[src/verilog/qsl_map.vh]
// Register map, field positions, reset values and timing for the quad serial line unit.
// Assumes AXI4-Lite byte addressing with one aligned 32-bit word per register.
`ifndef QSL_MAP_VH
`define QSL_MAP_VH

// ----------------------------------------------------------------
// Byte addresses and word offsets
// ----------------------------------------------------------------
`define QSL_UNIT_STRIDE     8'h10
`define QSL_OFF_RXCS        2'h0
`define QSL_OFF_RXBUF       2'h1
`define QSL_OFF_TXCS        2'h2
`define QSL_OFF_TXBUF       2'h3
`define QSL_ADDR_BAUD       8'h40
`define QSL_ADDR_IRQ_STAT   8'h44
`define QSL_ADDR_IRQ_MASK   8'h48
`define QSL_ADDR_IRQ_GRANT  8'h4c
`define QSL_LAST_WORD       6'h13

// ----------------------------------------------------------------
// Field positions
// ----------------------------------------------------------------
`define QSL_RXCS_ACTIVE     11
`define QSL_RXCS_FULL       7
`define QSL_RXCS_IE         6
`define QSL_RXB_ERR         15
`define QSL_RXB_OVR         14
`define QSL_RXB_FRM         13
`define QSL_RXB_BRK         11
`define QSL_TXCS_READY      7
`define QSL_TXCS_IE         6
`define QSL_TXCS_LOOP       2
`define QSL_TXCS_BRK        0

// ----------------------------------------------------------------
// Reset values and timing
// ----------------------------------------------------------------
`define QSL_BAUD_DIV_RST    16'h65ba
`define QSL_BREK_BITS       20'h0000b
`define QSL_FRAME_BITS      4'ha
`define QSL_DATA_LAST       3'h7
`define QSL_IRQ_PRIORITY    3'h4
`define QSL_RESP_OKAY       2'h0
`define QSL_RESP_SLVERR     2'h2

`endif

[src/verilog/qsl_top.v]
// Four asynchronous serial line units behind one AXI4-Lite register slave.
// Assumes rxd inputs already synchronous to aclk; one clock, synchronous reset.
`timescale 1ns/10ps
`include "qsl_map.vh"

// Summary of operation
// - Frames are one start bit, eight data bits, one high stop bit, no parity.
// - Transmit and receive holding buffers are eight bits; upper bits hold no data.
// - Transmit ready clears on buffer write, sets when the byte has fully shifted out.
// - With transmit enable set, transmit request rises together with transmit ready.
// - Receiver assembles bits, moves byte to buffer, sets full; buffer read clears it.
// - With receive enable set, receive request rises whenever full flag sets.
// - Overrun sets when byte moves in unread; clears on clean move or reset.
// - Framing fault sets on bad stop bit; next good byte or reset clears it.
// - Receive buffer bit 15 is the OR of overrun and framing fault.
// - Receiver active sets on start bit detection, clears when the byte moves to buffer or at reset.
// - Break flag reflects input low for eleven bit periods; clears when input high.
// - Loopback bit feeds receiver from own serial output, ignoring external input.
// - Transmit break bit holds output low; software, reset or bus reset clear it.
// - Both interrupt enables are writable; cleared by software, reset or bus reset.
// - Reset clears transmit buffer, received data, ready, full and fault flags.
// - All eight interrupt sources request at priority level four.
// - Arbiter serves receive before transmit; unit 0 first, unit 3 last.
module qsl_top #(
  parameter UNITS    = 4,
  parameter ADDR_W   = 8,
  parameter BAUD_DIV = `QSL_BAUD_DIV_RST
) (
  input  wire               aclk,
  input  wire               aresetn,
  input  wire               bus_init,
  input  wire [ADDR_W-1:0]  s_axi_awaddr,
  input  wire               s_axi_awvalid,
  output wire               s_axi_awready,
  input  wire [31:0]        s_axi_wdata,
  input  wire [3:0]         s_axi_wstrb,
  input  wire               s_axi_wvalid,
  output wire               s_axi_wready,
  output reg  [1:0]         s_axi_bresp,
  output reg                s_axi_bvalid,
  input  wire               s_axi_bready,
  input  wire [ADDR_W-1:0]  s_axi_araddr,
  input  wire               s_axi_arvalid,
  output wire               s_axi_arready,
  output reg  [31:0]        s_axi_rdata,
  output reg  [1:0]         s_axi_rresp,
  output reg                s_axi_rvalid,
  input  wire               s_axi_rready,
  input  wire [UNITS-1:0]   rxd,
  output wire [UNITS-1:0]   txd,
  output wire [UNITS-1:0]   rx_int_request,
  output wire [UNITS-1:0]   tx_int_request,
  output wire               irq,
  output wire [2:0]         irq_priority,
  output reg                irq_grant_valid,
  output reg  [2:0]         irq_grant_id
);

  localparam RX_IDLE  = 2'h0;
  localparam RX_START = 2'h1;
  localparam RX_DATA  = 2'h2;
  localparam RX_STOP  = 2'h3;

  // ----------------------------------------------------------------
  // Decode helpers
  // ----------------------------------------------------------------
  function mapped;
    input [ADDR_W-1:0] a;
    begin
      mapped = (a[ADDR_W-1:2] <= `QSL_LAST_WORD);
    end
  endfunction

  // Lowest index wins: receive sources sit below transmit sources
  function [3:0] pick;
    input [7:0] r;
    integer k;
    begin
      pick = 4'h0;
      for (k = 7; k >= 0; k = k - 1) begin
        if (r[k]) begin
          pick = {1'b1, k[2:0]};
        end
      end
    end
  endfunction

  // ----------------------------------------------------------------
  // AXI4-Lite write path
  // ----------------------------------------------------------------
  reg                aw_ok_r;
  reg  [ADDR_W-1:0]  aw_addr_r;
  reg                w_ok_r;
  reg  [31:0]        w_data_r;
  reg  [3:0]         w_strb_r;
  wire               wr_go;
  wire [3:0]         wr_unit_sel;

  assign s_axi_awready = !aw_ok_r && !s_axi_bvalid;
  assign s_axi_wready  = !w_ok_r && !s_axi_bvalid;
  assign wr_go         = aw_ok_r && w_ok_r && !s_axi_bvalid;

  always @(posedge aclk) begin
    if (!aresetn) begin
      aw_ok_r      <= 1'b0;
      aw_addr_r    <= {ADDR_W{1'b0}};
      w_ok_r       <= 1'b0;
      w_data_r     <= 32'h0000_0000;
      w_strb_r     <= 4'h0;
      s_axi_bvalid <= 1'b0;
      s_axi_bresp  <= `QSL_RESP_OKAY;
    end else begin
      if (s_axi_awvalid && s_axi_awready) begin
        aw_ok_r   <= 1'b1;
        aw_addr_r <= s_axi_awaddr;
      end
      if (s_axi_wvalid && s_axi_wready) begin
        w_ok_r   <= 1'b1;
        w_data_r <= s_axi_wdata;
        w_strb_r <= s_axi_wstrb;
      end
      if (wr_go) begin
        aw_ok_r      <= 1'b0;
        w_ok_r       <= 1'b0;
        s_axi_bvalid <= 1'b1;
        s_axi_bresp  <= mapped(aw_addr_r) ? `QSL_RESP_OKAY : `QSL_RESP_SLVERR;
      end else if (s_axi_bvalid && s_axi_bready) begin
        s_axi_bvalid <= 1'b0;
      end
    end
  end

  // Byte lane 0 carries every control field of the line units
  wire wr_lo = wr_go && w_strb_r[0];

  // ----------------------------------------------------------------
  // Shared configuration and interrupt registers
  // ----------------------------------------------------------------
  reg  [15:0]  baud_div_r;
  reg  [7:0]   irq_stat_r;
  reg  [7:0]   irq_mask_r;
  wire [7:0]   irq_event;
  wire [7:0]   irq_enab;
  wire [7:0]   irq_req;
  wire [19:0]  brk_len;
  wire [3:0]   grant_nxt;

  assign brk_len = {4'h0, baud_div_r} * `QSL_BREK_BITS;

  always @(posedge aclk) begin
    if (!aresetn) begin
      baud_div_r <= BAUD_DIV[15:0];
      irq_mask_r <= 8'h00;
      irq_stat_r <= 8'h00;
    end else begin
      if (wr_go && aw_addr_r == `QSL_ADDR_BAUD) begin
        if (w_strb_r[0]) begin
          baud_div_r[7:0] <= w_data_r[7:0];
        end
        if (w_strb_r[1]) begin
          baud_div_r[15:8] <= w_data_r[15:8];
        end
      end
      if (wr_lo && aw_addr_r == `QSL_ADDR_IRQ_MASK) begin
        irq_mask_r <= w_data_r[7:0];
      end
      // Set wins over a same-cycle write-one clear
      if (wr_lo && aw_addr_r == `QSL_ADDR_IRQ_STAT) begin
        irq_stat_r <= (irq_stat_r & ~w_data_r[7:0]) | irq_event;
      end else begin
        irq_stat_r <= irq_stat_r | irq_event;
      end
    end
  end

  assign irq_req      = irq_stat_r & irq_mask_r & irq_enab;
  assign irq          = |irq_req;
  assign irq_priority = `QSL_IRQ_PRIORITY;
  assign grant_nxt    = pick(irq_req);

  always @(posedge aclk) begin
    if (!aresetn) begin
      irq_grant_valid <= 1'b0;
      irq_grant_id    <= 3'h0;
    end else begin
      irq_grant_valid <= grant_nxt[3];
      irq_grant_id    <= grant_nxt[2:0];
    end
  end

  // ----------------------------------------------------------------
  // AXI4-Lite read path
  // ----------------------------------------------------------------
  wire [16*UNITS-1:0] rxcs_q;
  wire [16*UNITS-1:0] rxbuf_q;
  wire [16*UNITS-1:0] txcs_q;
  wire [16*UNITS-1:0] txbuf_q;
  wire                rd_go;
  wire [1:0]          rd_unit;
  wire [1:0]          rd_reg;
  reg  [15:0]         rd_mux;

  assign s_axi_arready = !s_axi_rvalid;
  assign rd_go         = s_axi_arvalid && s_axi_arready;
  assign rd_unit       = s_axi_araddr[5:4];
  assign rd_reg        = s_axi_araddr[3:2];

  always @* begin
    rd_mux = 16'h0000;
    if (s_axi_araddr[ADDR_W-1:6] == {(ADDR_W-6){1'b0}}) begin
      if (rd_reg == `QSL_OFF_RXCS) begin
        rd_mux = rxcs_q[16*rd_unit +: 16];
      end else if (rd_reg == `QSL_OFF_RXBUF) begin
        rd_mux = rxbuf_q[16*rd_unit +: 16];
      end else if (rd_reg == `QSL_OFF_TXCS) begin
        rd_mux = txcs_q[16*rd_unit +: 16];
      end else begin
        rd_mux = txbuf_q[16*rd_unit +: 16];
      end
    end else if (s_axi_araddr == `QSL_ADDR_BAUD) begin
      rd_mux = baud_div_r;
    end else if (s_axi_araddr == `QSL_ADDR_IRQ_STAT) begin
      rd_mux = {8'h00, irq_stat_r};
    end else if (s_axi_araddr == `QSL_ADDR_IRQ_MASK) begin
      rd_mux = {8'h00, irq_mask_r};
    end else if (s_axi_araddr == `QSL_ADDR_IRQ_GRANT) begin
      rd_mux = {12'h000, irq_grant_valid, irq_grant_id};
    end
  end

  always @(posedge aclk) begin
    if (!aresetn) begin
      s_axi_rvalid <= 1'b0;
      s_axi_rdata  <= 32'h0000_0000;
      s_axi_rresp  <= `QSL_RESP_OKAY;
    end else if (rd_go) begin
      s_axi_rvalid <= 1'b1;
      s_axi_rdata  <= {16'h0000, rd_mux};
      s_axi_rresp  <= mapped(s_axi_araddr) ? `QSL_RESP_OKAY : `QSL_RESP_SLVERR;
    end else if (s_axi_rvalid && s_axi_rready) begin
      s_axi_rvalid <= 1'b0;
    end
  end

  // ----------------------------------------------------------------
  // Line units
  // ----------------------------------------------------------------
  genvar g;
  generate
    for (g = 0; g < UNITS; g = g + 1) begin : unit
      wire        in_unit  = (aw_addr_r[ADDR_W-1:6] == {(ADDR_W-6){1'b0}}) &&
                             (aw_addr_r[5:4] == g);
      wire        wr_rxcs  = wr_lo && in_unit && aw_addr_r[3:2] == `QSL_OFF_RXCS;
      wire        wr_txcs  = wr_lo && in_unit && aw_addr_r[3:2] == `QSL_OFF_TXCS;
      wire        wr_txbuf = wr_lo && in_unit && aw_addr_r[3:2] == `QSL_OFF_TXBUF;
      wire        rd_rxbuf = rd_go && s_axi_araddr[ADDR_W-1:6] == {(ADDR_W-6){1'b0}} &&
                             rd_unit == g && rd_reg == `QSL_OFF_RXBUF;
      reg         rx_ie_r;
      reg         tx_ie_r;
      reg         loop_r;
      reg         tx_brk_r;
      reg         boot_r;
      reg         tx_ready_r;
      reg         tx_pend_r;
      reg  [7:0]  tx_hold_r;
      reg  [9:0]  tx_sh_r;
      reg  [3:0]  tx_bits_r;
      reg  [15:0] tx_cnt_r;
      reg         txd_r;
      reg  [1:0]  rx_st_r;
      reg  [15:0] rx_cnt_r;
      reg  [2:0]  rx_bits_r;
      reg  [7:0]  rx_sh_r;
      reg  [7:0]  rx_buf_r;
      reg         rx_full_r;
      reg         rx_ovr_r;
      reg         rx_frm_r;
      reg         rx_act_r;
      reg  [19:0] brk_cnt_r;
      reg         rx_brk_r;
      reg         tx_ready_d_r;
      reg         rx_move_r;
      wire        rx_in;
      wire        tx_tick;
      wire        rx_tick;
      wire        rx_move;

      assign rx_in   = loop_r ? txd_r : rxd[g];
      assign tx_tick = (tx_cnt_r == baud_div_r - 16'h0001);
      assign rx_tick = (rx_cnt_r == baud_div_r - 16'h0001);
      assign rx_move = (rx_st_r == RX_STOP) && rx_tick;

      // Control bits; bus_init clears enables and break like a bus reset
      always @(posedge aclk) begin
        if (!aresetn || bus_init) begin
          rx_ie_r  <= 1'b0;
          tx_ie_r  <= 1'b0;
          tx_brk_r <= 1'b0;
          loop_r   <= 1'b0;
        end else begin
          if (wr_rxcs) begin
            rx_ie_r <= w_data_r[`QSL_RXCS_IE];
          end
          if (wr_txcs) begin
            tx_ie_r  <= w_data_r[`QSL_TXCS_IE];
            loop_r   <= w_data_r[`QSL_TXCS_LOOP];
            tx_brk_r <= w_data_r[`QSL_TXCS_BRK];
          end
        end
      end

      // Transmitter: start, 8 data LSB first, stop
      always @(posedge aclk) begin
        if (!aresetn) begin
          boot_r     <= 1'b0;
          tx_ready_r <= 1'b0;
          tx_pend_r  <= 1'b0;
          tx_hold_r  <= 8'h00;
          tx_sh_r    <= 10'h3ff;
          tx_bits_r  <= 4'h0;
          tx_cnt_r   <= 16'h0000;
          txd_r      <= 1'b1;
        end else begin
          boot_r <= 1'b1;
          txd_r  <= tx_brk_r ? 1'b0 : tx_sh_r[0];
          if (tx_bits_r != 4'h0) begin
            if (tx_tick) begin
              tx_cnt_r  <= 16'h0000;
              tx_sh_r   <= {1'b1, tx_sh_r[9:1]};
              tx_bits_r <= tx_bits_r - 4'h1;
            end else begin
              tx_cnt_r <= tx_cnt_r + 16'h0001;
            end
          end else if (tx_pend_r) begin
            tx_sh_r   <= {1'b1, tx_hold_r, 1'b0};
            tx_bits_r <= `QSL_FRAME_BITS;
            tx_cnt_r  <= 16'h0000;
            tx_pend_r <= 1'b0;
          end
          // Idle transmitter reports ready once after reset
          if (!boot_r || (tx_bits_r == 4'h1 && tx_tick && !tx_pend_r)) begin
            tx_ready_r <= 1'b1;
          end
          // A write late in the stop bit still wins: the new byte is pending
          if (wr_txbuf) begin
            tx_hold_r  <= w_data_r[7:0];
            tx_pend_r  <= 1'b1;
            tx_ready_r <= 1'b0;
          end
        end
      end

      // Receiver: qualify start at half bit, then sample every bit centre
      always @(posedge aclk) begin
        if (!aresetn) begin
          rx_st_r   <= RX_IDLE;
          rx_cnt_r  <= 16'h0000;
          rx_bits_r <= 3'h0;
          rx_sh_r   <= 8'h00;
          rx_buf_r  <= 8'h00;
          rx_full_r <= 1'b0;
          rx_ovr_r  <= 1'b0;
          rx_frm_r  <= 1'b0;
          rx_act_r  <= 1'b0;
        end else begin
          case (rx_st_r)
            RX_IDLE: begin
              rx_cnt_r <= 16'h0000;
              if (!rx_in) begin
                rx_st_r <= RX_START;
              end
            end
            RX_START: begin
              if (rx_cnt_r == {1'b0, baud_div_r[15:1]}) begin
                rx_cnt_r  <= 16'h0000;
                rx_bits_r <= 3'h0;
                if (!rx_in) begin
                  rx_st_r  <= RX_DATA;
                  rx_act_r <= 1'b1;
                end else begin
                  rx_st_r <= RX_IDLE;
                end
              end else begin
                rx_cnt_r <= rx_cnt_r + 16'h0001;
              end
            end
            RX_DATA: begin
              if (rx_tick) begin
                rx_cnt_r <= 16'h0000;
                rx_sh_r  <= {rx_in, rx_sh_r[7:1]};
                if (rx_bits_r == `QSL_DATA_LAST) begin
                  rx_st_r <= RX_STOP;
                end else begin
                  rx_bits_r <= rx_bits_r + 3'h1;
                end
              end else begin
                rx_cnt_r <= rx_cnt_r + 16'h0001;
              end
            end
            default: begin
              if (rx_tick) begin
                rx_st_r  <= RX_IDLE;
                rx_buf_r <= rx_sh_r;
                rx_ovr_r <= rx_full_r;
                rx_frm_r <= !rx_in;
                rx_act_r <= 1'b0;
              end else begin
                rx_cnt_r <= rx_cnt_r + 16'h0001;
              end
            end
          endcase
          // Arrival beats a same-cycle buffer read
          if (rx_move) begin
            rx_full_r <= 1'b1;
          end else if (rd_rxbuf) begin
            rx_full_r <= 1'b0;
          end
        end
      end

      // Break detect: low for eleven bit periods
      always @(posedge aclk) begin
        if (!aresetn || rx_in) begin
          brk_cnt_r <= 20'h00000;
          rx_brk_r  <= 1'b0;
        end else if (brk_cnt_r == brk_len) begin
          rx_brk_r <= 1'b1;
        end else begin
          brk_cnt_r <= brk_cnt_r + 20'h00001;
        end
      end

      always @(posedge aclk) begin
        if (!aresetn) begin
          tx_ready_d_r <= 1'b0;
          rx_move_r    <= 1'b0;
        end else begin
          tx_ready_d_r <= tx_ready_r;
          rx_move_r    <= rx_move;
        end
      end

      assign irq_event[g]       = rx_move_r;
      assign irq_event[4+g]     = tx_ready_r && !tx_ready_d_r;
      assign irq_enab[g]        = rx_ie_r;
      assign irq_enab[4+g]      = tx_ie_r;
      assign rx_int_request[g]  = rx_ie_r && rx_full_r;
      assign tx_int_request[g]  = tx_ie_r && tx_ready_r;
      assign txd[g]             = txd_r;
      assign rxcs_q[16*g +: 16] = {4'h0, rx_act_r, 3'h0, rx_full_r, rx_ie_r, 6'h00};
      assign rxbuf_q[16*g +: 16] = {rx_ovr_r | rx_frm_r, rx_ovr_r, rx_frm_r, 1'b0,
                                    rx_brk_r, 3'h0, rx_buf_r};
      assign txcs_q[16*g +: 16] = {8'h00, tx_ready_r, tx_ie_r, 3'h0, loop_r, 1'b0, tx_brk_r};
      assign txbuf_q[16*g +: 16] = {8'h00, tx_hold_r};
    end
  endgenerate

endmodule

[config.mk]
export PLATFORM = sky130hd
export DESIGN_NAME = qsl_top
export DESIGN_NICKNAME = d
export VERILOG_FILES = /design/src/verilog/qsl_top.v
export VERILOG_INCLUDE_DIRS = /design/src /design/src/verilog
export SDC_FILE = /design/constraint.sdc
export NUM_CORES = 2
export LEC_CHECK = 0
export ABC_AREA = 1
export BUFFER_PORTS_ARGS = -buffer_cell sky130_fd_sc_hd__buf_2
export CAP_MARGIN = 20
export CORE_UTILIZATION = 50
export CTS_CLUSTER_DIAMETER = 30
export DETAILED_ROUTE_END_ITERATION = 8
export GPL_ROUTABILITY_DRIVEN = 0
export MAX_ROUTING_LAYER = met4
export PLACE_DENSITY = 0.67
export SYNTH_ARGS = -nofsm -noshare
export SYNTH_HDL_FRONTEND = slang
export SYNTH_SLANG_ARGS = --single-unit
[constraint.sdc]
create_clock -name aclk -period 4 [get_ports aclk]
set_input_delay 0.2 -clock aclk [delete_from_list [all_inputs] [get_ports aclk]]
set_output_delay 0.2 -clock aclk [all_outputs]
set_load 0.005 [all_outputs]
* After elaboration in Yosys (flattened, before gate mapping)
Cells that the tools add are included. W data, S select, Z words.
Storage, ports and cells: register bits 523, bits of input ports 64, output and inout port bits 61, word-level logic and storage cells 583
Cells by class: $add $sub $neg 21, $mul 1, magnitude comparators 2, eq/ne operators 89, shift operators 4, muxes and demuxes 160, bitwise operators 19, reductions and logical operators 172
Operator list (count):
- $mux W16 | 29
- $shiftx A64 B7 Y16 | 4
- $pmux W16 S3 | 4
- $add A16 B1 Y16 const B | 8
- $eq A16 B16 Y1 | 8
- $mux W10 | 12
- $mux W4 | 21
- $add A20 B1 Y20 const B | 4
- $eq A20 B20 Y1 | 4
- $logic_and A1 B1 Y1 | 66
- $eq A16 B15 Y1 | 4
- $ne A2 B2 Y1 const B | 32
- $eq A8 B7 Y1 const B | 7
- $mux W2 | 26
- $mux W1 | 41
- $mux W3 | 12
- $reduce_bool A2 Y1 | 18
- $reduce_and A4 Y1 | 8
- $eq A2 B2 Y1 const B | 15
- $reduce_and A2 Y1 | 14
- $and A8 B8 Y8 | 3
- $mux W8 | 3
- $pmux W2 S3 | 4
- $pmux W3 S2 | 4
- 24 further kinds | 117

* Longest topological paths before layout
depth after elaboration 10, mapped depth 22, mapped depth without buffers 21

* Worst setup path after synthesis
No wires, ideal clock.
kind register to register, start point register baud_div_r[5], end point register unit[0].brk_cnt_r[1], setup time 0.116 ns, arrival time 3.180 ns, slack 0.704 ns, cell stages (with the launch flop) 19, clock period less this slack 3.296 ns, path through dfxtp_1 -> ha_1 -> fa_1 -> ha_1 -> nand2_1 -> inv_1 -> a21oi_1 -> nand2_1 -> nand3_1 -> nand3_1 -> nand2_1 -> nand2_1 -> nand2_1 -> nand2_1 -> nor2_4 -> nand2_1 -> buf_2 -> o21ai_0 -> nor2_1
On the way: longest elaborated chain between the ends 2
RTL lines:
- start, declared | line qsl_top.v:139 | reg [15:0] baud_div_r;
- start signal, assigned | line qsl_top.v:152 | baud_div_r <= BAUD_DIV[15:0];
- start signal, assigned | line qsl_top.v:158 | baud_div_r[7:0] <= w_data_r[7:0];
- $mul A16 B4 Y20 (no line)
- $eq A20 B20 Y1 | line qsl_top.v:426 | end else if (brk_cnt_r == brk_len) begin
- end signal, assigned | line qsl_top.v:429 | brk_cnt_r <= brk_cnt_r + 20'h00001;
- end, declared | line qsl_top.v:279 | reg [19:0] brk_cnt_r;
Every way passes these cells. A chain may end at the register's enable or synchronous reset.

* Final worst setup path
start point register baud_div_r[10], end point register unit[1].brk_cnt_r[15]
On the way: longest elaborated chain between the ends 2
RTL lines:
- start signal, assigned | line qsl_top.v:152
- start signal, assigned | line qsl_top.v:161 | baud_div_r[15:8] <= w_data_r[15:8];
- $mul A16 B4 Y20 (no line)
- $eq A20 B20 Y1 | line qsl_top.v:426
- end signal, assigned | line qsl_top.v:429
- end, declared | line qsl_top.v:279
Every way passes these cells.

==> impl_results.md <==
* Total track usage at 0.354
* Die span in y at 257 um
* Worst endpoint data arrival time at 4.34 ns
* Prevailing post-synth register cell: dfxtp_1
* Post-CTS Setup Bufs at 0
* Cell taking the most area after synthesis: dfxtp_1
* First-pass GRT wire length at 179000 um
* CTS sink count at 517
* Hpwl dp at 84200 um
* Initial Utilization at 0.505
* Final instance area at 0.0385 mm2
* Via/cell ratio at 5.70
* Crit path launch type: flop
* Final Critical Period at 3.77 ns
* Combinational Power Share at 0.173
* Max_slew headroom at 0.300
* Post-synth EDFFs at 0
* Most instantiated library cell after synthesis: nand2_1
* Hold/Removal Path Class: in -> reg
* Row Count at 93
* Dominant cells by area after synthesis: dfxtp_1 32%, nand2_1 15%, nand3_1 7.9%
* DR WL/cell at 19.1 um
* Worst reg2reg path depth at 17
* Max cap viols at 0
* Vias at 34600
* Layout area overhead at 18.5%
* H-tree lvl count at 3
* Pre-CTS setup slack at 0.286 ns
* Maximum buffer depth of the clock tree at 3
* Io pins at 125
* Sequential area share after synthesis at 0.319
* Adder-cell area share of the yosys netlist at 0.0354
* Share of the synthesized area in the top cell type at 0.319
* Critical path endpoint category: flop
* Worst Path Class, Setup: reg -> reg
* Mapped Area at 0.0325 mm2
* 1st-pass router iterations at 7
* Worst-margin pin slew at 1.05 ns
* Synth cell count leaders: 1300 x nand2_1, 530 x inv_1, 517 x dfxtp_1
* Max Freq at 265 MHz
* Final Hold Fails at 0
* Largest net degree at the start of global routing at 134
* Max-slew violation count at 0
* Clock transition at path regs at 0.05 ns
* Post-Synth Simple-Gate Area at 0.372
* Final net count at 5259
* Hold-critical path depth at 4
* Number of buffers created by CTS at 120
* Clock power frac at 0.536
* Avg Inst Size Synth at 6.54 um2
* Initial antenna violation count at 2
* DR DRC count at 0
* DRT antenna net count at 0
* Pwr dens at 518 mW/mm2
* Number of global-route vias before repair at 31400
* Routed Wire Length at 116000 um
* WHS at 0.0579 ns
* Ys async rst share at 0
* Fraction of layout cells with a size suffix above 1 at 0.107
* Peak supply drop at 0.578 mV
* Critical Path RT at 4.58 ns
* Internal Power at 13700 uW
* Synth Area in XOR/XNOR at 0.0576
* Initial DRC count at 4216
* Total power at 19900 uW
* Compound-Gate Fraction of Synth Area at 0.120
* Crit share post-route at 0.942
* DP Area at 0.0336 mm2
* Yosys reg bits at 517
* Die X at 257 um
* NetSw at 6200 uW
* Final WS setup at 0.231 ns
* RSZ-0062 raised after global routing: yes
* Mux contribution to synthesized area at 0.000347
* Clock latency on the worst-skew pair at 0.73 ns
* Run status: completed
* Worst clock skew at 0.0828 ns
* Largest family of logic cells by synthesized area: simple AND/OR/NAND/NOR gates
* Yosys warns at 0
* Count of input and output buffers at 85
* Flop pwr share at 0.291
* Core Region at 0.0643 mm2
* Crit path max fanout at 20
* P_leak at 0.0162 uW
* # setup viols final at 0
* CTS root buf: clkbuf_16
* Die area at 0.0660 mm2
* TritonCTS clock tree: yes
* Net Sw Frac at 0.311
* Overflow after GRT at 0
* Post-Synthesis Cells at 4967
* Synth unique cells at 63
## per-layer routing
metal,share of wire,global-route usage,vias up
met2,0.42,0.504,1838
met4,0.042,0.147,0
li1,-,-,16500
met3,0.11,0.0743,335
met1,0.43,0.484,15900
met5,0,-,-
## layout by cell type (no fill, tap or decap), drive strengths merged, types with 115 or more instances in the layout
cell type,instances
dfxtp,517
o21ai,259
buf,167
nand3,533
inv,556
nand4,115
nor2,527
nand2,1354
a21oi,338
clkbuf,144
xor2,170
## per-stage QoR
| stage | utilization | instances | TNS (ns) |
|---|---|---|---|
| after floorplan | - | 4986 | 0 |
| after global placement | 0.523 | 5812 | 0 |
| after detailed placement | 0.523 | 5812 | 0 |
| after CTS | 0.598 | 6071 | 0 |
| after global routing | 0.598 | 6073 | -0.0126 |
| final | 0.598 | 6073 | 0 |
## logic make-up (layout without fill, tap and decap cells)
| group | count (synthesis) | count (layout) |
|---|---|---|
| compound gates | 719 | 719 |
| xor+xnor | 212 | 212 |
| mux | 1 | 1 |
| flops | 517 | 517 |
| simple gates | 2688 | 2688 |
| fa+ha+maj | 84 | 84 |
| other cells | 2 | 23 |
| buf+inv | 744 | 974 |
## registers in the layout, summed over array words and instances, names as in the netlist, 8 cells and up
signal and cells:
baud_div_r 16, unit.rx_st_r 8, aw_addr_r 8, unit.tx_sh_r 36, w_data_r 16, unit.tx_hold_r 32
s_axi_rdata 16, unit.brk_cnt_r 80, irq_mask_r 8, irq_stat_r 8, unit.rx_sh_r 32, unit.tx_cnt_r 64
unit.tx_bits_r 16, unit.rx_cnt_r 64, unit.rx_bits_r 12, unit.rx_buf_r 32
## worst max-delay path, cell delays in order, from the launching register on
cell and delay, ns:
dfxtp_1 0.52, ha_1 0.32, fa_1 0.47, ha_1 0.38, nand2_1 0.09, inv_1 0.06, nand2_1 0.09, nand2_1 0.07
a21oi_1 0.22, nand3_1 0.33, nand3_1 0.19, nand2_1 0.06, nor2_1 0.10, nand2_1 0.06, nor2_1 0.16, buf_4 0.28
nand3_1 0.11, a21oi_1 0.17
## area by class of cell
cell class	count	area, um2
Inverter	548	2060
Timing Repair Buffer	199	1390
Clock buffer	144	3220
Tap cell	855	1070
Clock inverter	83	1260
Fill cell	6075	25900
Multi-Input combinational cell	3725	19100
Sequential cell	517	10400
Antenna cell	2	5.00
## power by group through the flow
stage               Combinational (uW)  Clock (uW)  Sequential, uW
floorplan                         2620           0            5810
global placement                  3320           0            5880
detailed placement                3360           0            5880
CTS                               3400       10800            5790
global route                      3890       11000            5840
finish                            3440       10700            5800
## final timing paths
check / from / slack, ns / end
worst max register to register: baud_div_r[10] / 0.23 / unit[1].brk_cnt_r[15]
worst min-delay path: rxd[2] / 0.06 / unit[2].rx_frm_r
worst min register to register: unit[2].tx_ready_d_r / 0.43 / irq_stat_r[6]
worst max-delay path: baud_div_r[10] / 0.23 / unit[1].brk_cnt_r[15]
## repair_timing
item | 4_1_cts | 5_1_grt
hold buffers | 32 | 0
hold endpoints to repair | 48 | 0
endpoints found under the setup margin | 0 | 66
resized for setup | 0 | 12
Power figures use the tool's default switching activity.
